<file path="src/ptc_defines.vh">
`ifndef PTC_DEFINES_VH
`define PTC_DEFINES_VH
// ==========================================================
// Register indices; byte address is four times the index
`define PTC_IDX_T3_CTL 16'hff39
`define PTC_IDX_T2_RELOAD 16'hff3a
`define PTC_IDX_T3_RELOAD 16'hff3b
`define PTC_ADDR_W 18
// ==========================================================
// Control field positions
`define PTC_BIT_SRC 0
`define PTC_BIT_PRESET 1
`define PTC_BIT_RUN 2
`define PTC_BIT_OUT 3
`define PTC_BIT_INV_OUT 4
// ==========================================================
// Reset values
`define PTC_CTL_RESET 1'b0
`define PTC_RELOAD_RESET 8'hff
`endif

</file>
<file path="src/ptc_byte_reg.v">
`timescale 1ns/1ps
`default_nettype none
module ptc_byte_reg #(
   parameter [7:0] RESET_VALUE = 8'h00
) (
   input wire clk_sys,
   input wire rstn,
   input wire ce,
   input wire wr_en,
   input wire [7:0] wr_data,
   output reg [7:0] value
);
   always @(posedge clk_sys or negedge rstn) begin
      if (!rstn) begin
         value <= RESET_VALUE;
      end else if (ce && wr_en) begin
         value <= wr_data;
      end
   end
endmodule
`default_nettype wire

</file>
<file path="src/ptc_timer_ctl.v">
// The APB slave port was chosen for this implementation.
`timescale 1ns/1ps
`default_nettype none
`include "ptc_defines.vh"
module ptc_timer_ctl (
   input wire clk_sys,
   input wire rstn,
   input wire ce,
   input wire psel,
   input wire penable,
   input wire pwrite,
   input wire [`PTC_ADDR_W-1:0] paddr,
   input wire [31:0] pwdata,
   output reg [31:0] prdata,
   output reg pready,
   output reg pslverr,
   output reg t3_inv_clk_out_en,
   output reg t3_clk_out_en,
   output reg t3_run_ctl,
   output reg t3_preset_strobe,
   output reg t3_src_select,
   output wire [7:0] t3_reload,
   output wire [7:0] t2_reload
);
   // =======================================================
   // Address decode
   localparam [`PTC_ADDR_W-1:0] ADDR_T3_CTL = {`PTC_IDX_T3_CTL, 2'b00};
   localparam [`PTC_ADDR_W-1:0] ADDR_T2_RL = {`PTC_IDX_T2_RELOAD, 2'b00};
   localparam [`PTC_ADDR_W-1:0] ADDR_T3_RL = {`PTC_IDX_T3_RELOAD, 2'b00};

   wire hit_ctl;
   wire hit_t2;
   wire hit_t3;
   wire mapped;
   wire access;
   wire wr_fire;
   reg [31:0] next_prdata;

   assign hit_ctl = (paddr == ADDR_T3_CTL);
   assign hit_t2 = (paddr == ADDR_T2_RL);
   assign hit_t3 = (paddr == ADDR_T3_RL);
   assign mapped = hit_ctl | hit_t2 | hit_t3;
   // One wait state keeps read data straight from a flop
   assign access = psel & penable;
   assign wr_fire = access & pready & pwrite & mapped;

   // =======================================================
   // Read mux
   always @* begin
      next_prdata = 32'h00000000;
      if (hit_ctl) begin
         next_prdata[`PTC_BIT_INV_OUT] = t3_inv_clk_out_en;
         next_prdata[`PTC_BIT_OUT] = t3_clk_out_en;
         next_prdata[`PTC_BIT_RUN] = t3_run_ctl;
         next_prdata[`PTC_BIT_PRESET] = 1'b0;
         next_prdata[`PTC_BIT_SRC] = t3_src_select;
      end else if (hit_t2) begin
         next_prdata[7:0] = t2_reload;
      end else if (hit_t3) begin
         next_prdata[7:0] = t3_reload;
      end
   end

   // =======================================================
   // Bus handshake
   always @(posedge clk_sys or negedge rstn) begin
      if (!rstn) begin
         pready <= 1'b0;
         pslverr <= 1'b0;
         prdata <= 32'h00000000;
      end else if (ce) begin
         pready <= access & ~pready;
         pslverr <= access & ~pready & ~mapped;
         if (access & ~pready & ~pwrite) begin
            prdata <= next_prdata;
         end else begin
            prdata <= 32'h00000000;
         end
      end
   end

   // =======================================================
   // Control register
   always @(posedge clk_sys or negedge rstn) begin
      if (!rstn) begin
         t3_inv_clk_out_en <= `PTC_CTL_RESET;
         t3_clk_out_en <= `PTC_CTL_RESET;
         t3_run_ctl <= `PTC_CTL_RESET;
         t3_preset_strobe <= 1'b0;
         t3_src_select <= `PTC_CTL_RESET;
      end else if (ce) begin
         t3_preset_strobe <= wr_fire & hit_ctl & pwdata[`PTC_BIT_PRESET];
         if (wr_fire && hit_ctl) begin
            t3_inv_clk_out_en <= pwdata[`PTC_BIT_INV_OUT];
            t3_clk_out_en <= pwdata[`PTC_BIT_OUT];
            t3_run_ctl <= pwdata[`PTC_BIT_RUN];
            t3_src_select <= pwdata[`PTC_BIT_SRC];
         end
      end
   end

   // =======================================================
   // Reload data
   // Third timer reload byte
   ptc_byte_reg #(
      .RESET_VALUE(`PTC_RELOAD_RESET)
   ) u_t3_reload (
      .clk_sys(clk_sys),
      .rstn(rstn),
      .ce(ce),
      .wr_en(wr_fire & hit_t3),
      .wr_data(pwdata[7:0]),
      .value(t3_reload)
   );

   ptc_byte_reg #(
      .RESET_VALUE(`PTC_RELOAD_RESET)
   ) u_t2_reload (
      .clk_sys(clk_sys),
      .rstn(rstn),
      .ce(ce),
      .wr_en(wr_fire & hit_t2),
      .wr_data(pwdata[7:0]),
      .value(t2_reload)
   );
endmodule
`default_nettype wire

</file>
<file path="config.mk">
export PLATFORM = sky130hd
export DESIGN_NAME = ptc_timer_ctl
export DESIGN_NICKNAME = d
export VERILOG_FILES = /design/src/ptc_byte_reg.v /design/src/ptc_timer_ctl.v
export VERILOG_INCLUDE_DIRS = /design/src
export SDC_FILE = /design/constraint.sdc
export NUM_CORES = 1
export LEC_CHECK = 0
export BUFFER_PORTS_ARGS = -buffer_cell sky130_fd_sc_hd__buf_2
export CELL_PAD_IN_SITES_DETAIL_PLACEMENT = 1
export CELL_PAD_IN_SITES_GLOBAL_PLACEMENT = 1
export CORE_ASPECT_RATIO = 1.25
export CORE_MARGIN = 8
export CORE_UTILIZATION = 30
export CTS_CLUSTER_DIAMETER = 50
export CTS_CLUSTER_SIZE = 25
export DETAILED_ROUTE_END_ITERATION = 6
export PLACE_DENSITY_LB_ADDON = 0.1
export SLEW_MARGIN = 20
export SYNTH_ARGS = -nofsm -noshare
export SYNTH_HDL_FRONTEND = slang
export SYNTH_SLANG_ARGS = --single-unit
</file>
<file path="constraint.sdc">
create_clock -name clk_sys -period 1.97 [get_ports clk_sys]
set_clock_uncertainty 0.05 [all_clocks]
set_input_delay 0.4925 -clock clk_sys [delete_from_list [all_inputs] [get_ports clk_sys]]
set_output_delay 0.4925 -clock clk_sys [all_outputs]
set_load 0.02 [all_outputs]
</file>
==> out/summary.txt <==
Startpoint kind of the worst setup timing path = input pin
Cell chosen for the clock root = sky130_fd_sc_hd__clkbuf_8
Ratio of final minimum period to clock period = 88.4%
Buffering stage count on the worst path with inverters included = 1
Gate Count Post-Synth = 138
Slew at the pin with the worst max-slew slack = 0.678 ns
Via density per instance = 4.50
Top delay family on crit path = simple AND/OR/NAND/NOR gates
Delay contributed by the slowest stage of the critical path = 0.57 ns
WP data arrival = 1.85 ns
Wire length reported by the detailed router = 4620 µm
Final ANT Viol Nets = 0
Critical path class = in -> reg
Multi-input logic area = 711 µm²
Finished Cell Area = 2120 µm²
Number of distinct library cells after synthesis = 36
Setup TNS = 0 ns
Num ports = 111
Die Ht = 99.2 µm
DP Wirelength = 3680 µm
Core utilization of the finished layout = 39.2%
EDFF count, synth = 0
Die width = 82.5 µm
Cell with the largest stage delay on the worst path = sky130_fd_sc_hd__or4_4
Effective utilization at floorplan = 30.7%
Drt pass-1 iters = 4
DRC violation total after the first TritonRoute iteration = 34
WHS = 0.204 ns
Fraction of post-synthesis cell area in the top cell type by area = 25.3%
Yosys reg bits = 31
Placer's final routability congestion estimate = 0.815
Total setup violations reported at the end of the flow = 0
Area of the die = 8190 µm²
Worst ir drop on vdd = 329 µV
Area of the core = 5410 µm²
Htree depth = 2
Clock sinks = 31
Proportion of register bits with asynchronous set or reset after synthesis = 100%
Cell-internal power = 1.01 mW
Resized cells post-CTS = 0
Synthesis warning total = 0
Num CTS Buffers = 5
Filler cell count = 628
Final routed wire length divided by cell count = 16.6 µm
Clock slew seen by the registers of the worst setup and hold paths = 0.06 ns
Max Freq = 574 MHz
Area of all sequential standard cells = 796 µm²
Clock group share of total power = 41.0%
Top cells by instance count after synthesis = 24 x sky130_fd_sc_hd__buf_4, 20 x sky130_fd_sc_hd__mux2_2, 16 x sky130_fd_sc_hd__dfstp_2
Critical path data required time = 2.08 ns
Top area cells in the synthesized netlist = sky130_fd_sc_hd__dfstp_2 25%, sky130_fd_sc_hd__dfrtp_1 23%, sky130_fd_sc_hd__mux2_2 14%
Setup repair after global routing missed its margin = no
CP Max Fanout = 5
Layout cell share with drive strength beyond 1 = 59.3%
Worst slew margin relative to its limit = 54.8%
Run status = finished clean
Count of inserted antenna diode cells = 0
Min-Delay Path Class = in -> async
Later-pin clock latency in the skew report = 0.27 ns
Netlist area before placement = 1660 µm²
Pins Over Slew Limit = 0
Vias in the first global route = 1,390
Post-CTS repair timing setup buffer count = 0
Seq pwr share = 48.5%
Wire length of the first global-routing pass = 7270 µm
Final hold violations = 0
Placed Area = 2020 µm²
Share of the yosys chip area belonging to registers = 47.9%
DRC errors left = 0
Maximum number of pins on one net before global-route repair = 32
Largest area contributor in the netlist = sky130_fd_sc_hd__dfstp_2
Cell chain of the critical path = buf_2, and4bb_1, nand3_2, or4_4, mux2_4
Post-Syn Area per Cell = 12.0 µm²
Cell Rows = 30
Antenna violations before repair = 0
Synthesis-to-finish area growth = 27.5%
CTS tree = yes
Switch share = 24.2%
Nets = 269
DR vias = 1,252
Worst setup EP type = flop
Static Leakage = 1.14 nW
Port buffer count = 62
Power density relative to cell area = 627 nW/µm²
GRT Util Overall = 11.7%
Most common flop cell mapped by yosys = sky130_fd_sc_hd__dfstp_2
Time the final worst path needs with I/O delays and setup = 1.74 ns
Maximum capacitance violations = 0
Combinational Power Share = 10.5%
Global route total overflow = 0
Most frequent cell after synthesis = sky130_fd_sc_hd__buf_4
# hold bufs at CTS = 0
Net switching power = 321 µW
Max clock buf depth = 2
## metrics by stage
stage / cells / power, mW / setup slack, ns
2_1_floorplan: 161 / 0.763 / 0.0234
3_3_place_gp: 270 / 0.791 / -0.0729
3_5_place_dp: 270 / 0.795 / -0.0779
4_1_cts: 278 / 1.35 / 0.223
5_1_grt: 278 / 1.39 / 0.166
6_report: 278 / 1.33 / 0.228
## registers in the layout, indices dropped and copies added (netlist names)
signal,count
prdata,8
pready,1
pslverr,1
t3_clk_out_en,1
t3_inv_clk_out_en,1
t3_preset_strobe,1
t3_run_ctl,1
t3_src_select,1
u_t2_reload.value,8
u_t3_reload.value,8
## cell families after synthesis
| kind of cell | Yosys count | share of synthesized area, % |
|---|---|---|
| flip-flops | 31 | 47.9 |
| AND/OR/NAND/NOR | 30 | 13.1 |
| other | 1 | 0.226 |
| multiplexers | 24 | 17.2 |
| buffers and inverters | 37 | 14.5 |
| AO/OA/AOI/OAI | 15 | 7.08 |
## layer usage
metal  track usage [%]  wire [µm]
met1              13.1       1750
met5                 0          0
met4              3.99         51
met2              20.2       2430
met3              3.34        392
## final timing paths
| check | startpoint | to | slack [ns] | cells past startpoint |
|---|---|---|---|---|
| worst max-delay path | paddr[0] | t3_src_select | 0.23 | 5 |
| worst min register to register | pslverr | pslverr | 0.48 | 2 |
| worst max register to register | pready | t3_src_select | 0.34 | 3 |
| min in group clk_sys | pwdata[6] | u_t2_reload.value[6] | 0.41 | 2 |
| worst min-delay path | rstn | prdata[6] | 0.20 | 1 |
| max in group asynchronous | rstn | t3_src_select | 1.23 | 1 |
## final cells by class
type,count,share of cell area [%]
Inverter,8,1.42
Tap cell,64,3.78
Multi-Input combinational cell,93,33.6
Sequential cell,31,37.6
Clock buffer,8,4.73
Timing Repair Buffer,74,18.9
## cell usage in the layout, fill, tap and decap left out, types with 2 or more instances in the layout
master	Yosys	layout
sky130_fd_sc_hd__buf_4	24	12
sky130_fd_sc_hd__inv_1	8	8
sky130_fd_sc_hd__o22ai_1	6	6
sky130_fd_sc_hd__a2bb2oi_1	4	4
sky130_fd_sc_hd__mux2_4	4	4
sky130_fd_sc_hd__mux2_2	20	20
sky130_fd_sc_hd__nor2b_1	4	4
sky130_fd_sc_hd__a221o_1	4	4
sky130_fd_sc_hd__buf_2	2	62
sky130_fd_sc_hd__nor2_1	6	6
sky130_fd_sc_hd__clkbuf_8	0	7
sky130_fd_sc_hd__dfrtp_1	15	15
sky130_fd_sc_hd__conb_1	1	24
sky130_fd_sc_hd__dfstp_2	16	16
sky130_fd_sc_hd__and3_1	2	2
## worst register-to-register path: cells and delay by family, from the launching register on
| family | cells | cell delay [ns] |
|---|---|---|
| flops | 1 | 0.39 |
| mux | 1 | 0.33 |
| simple gates | 2 | 0.75 |
## power by group through the flow
stage,combinational (mW),clock (mW),sequential [mW]
final,0.140,0.544,0.644
after global routing,0.155,0.594,0.644
after CTS,0.140,0.568,0.644
after detailed placement,0.140,0,0.655
after global placement,0.136,0,0.655
after floorplan,0.104,0,0.659
Note: power is estimated with default switching activity, not from simulation.
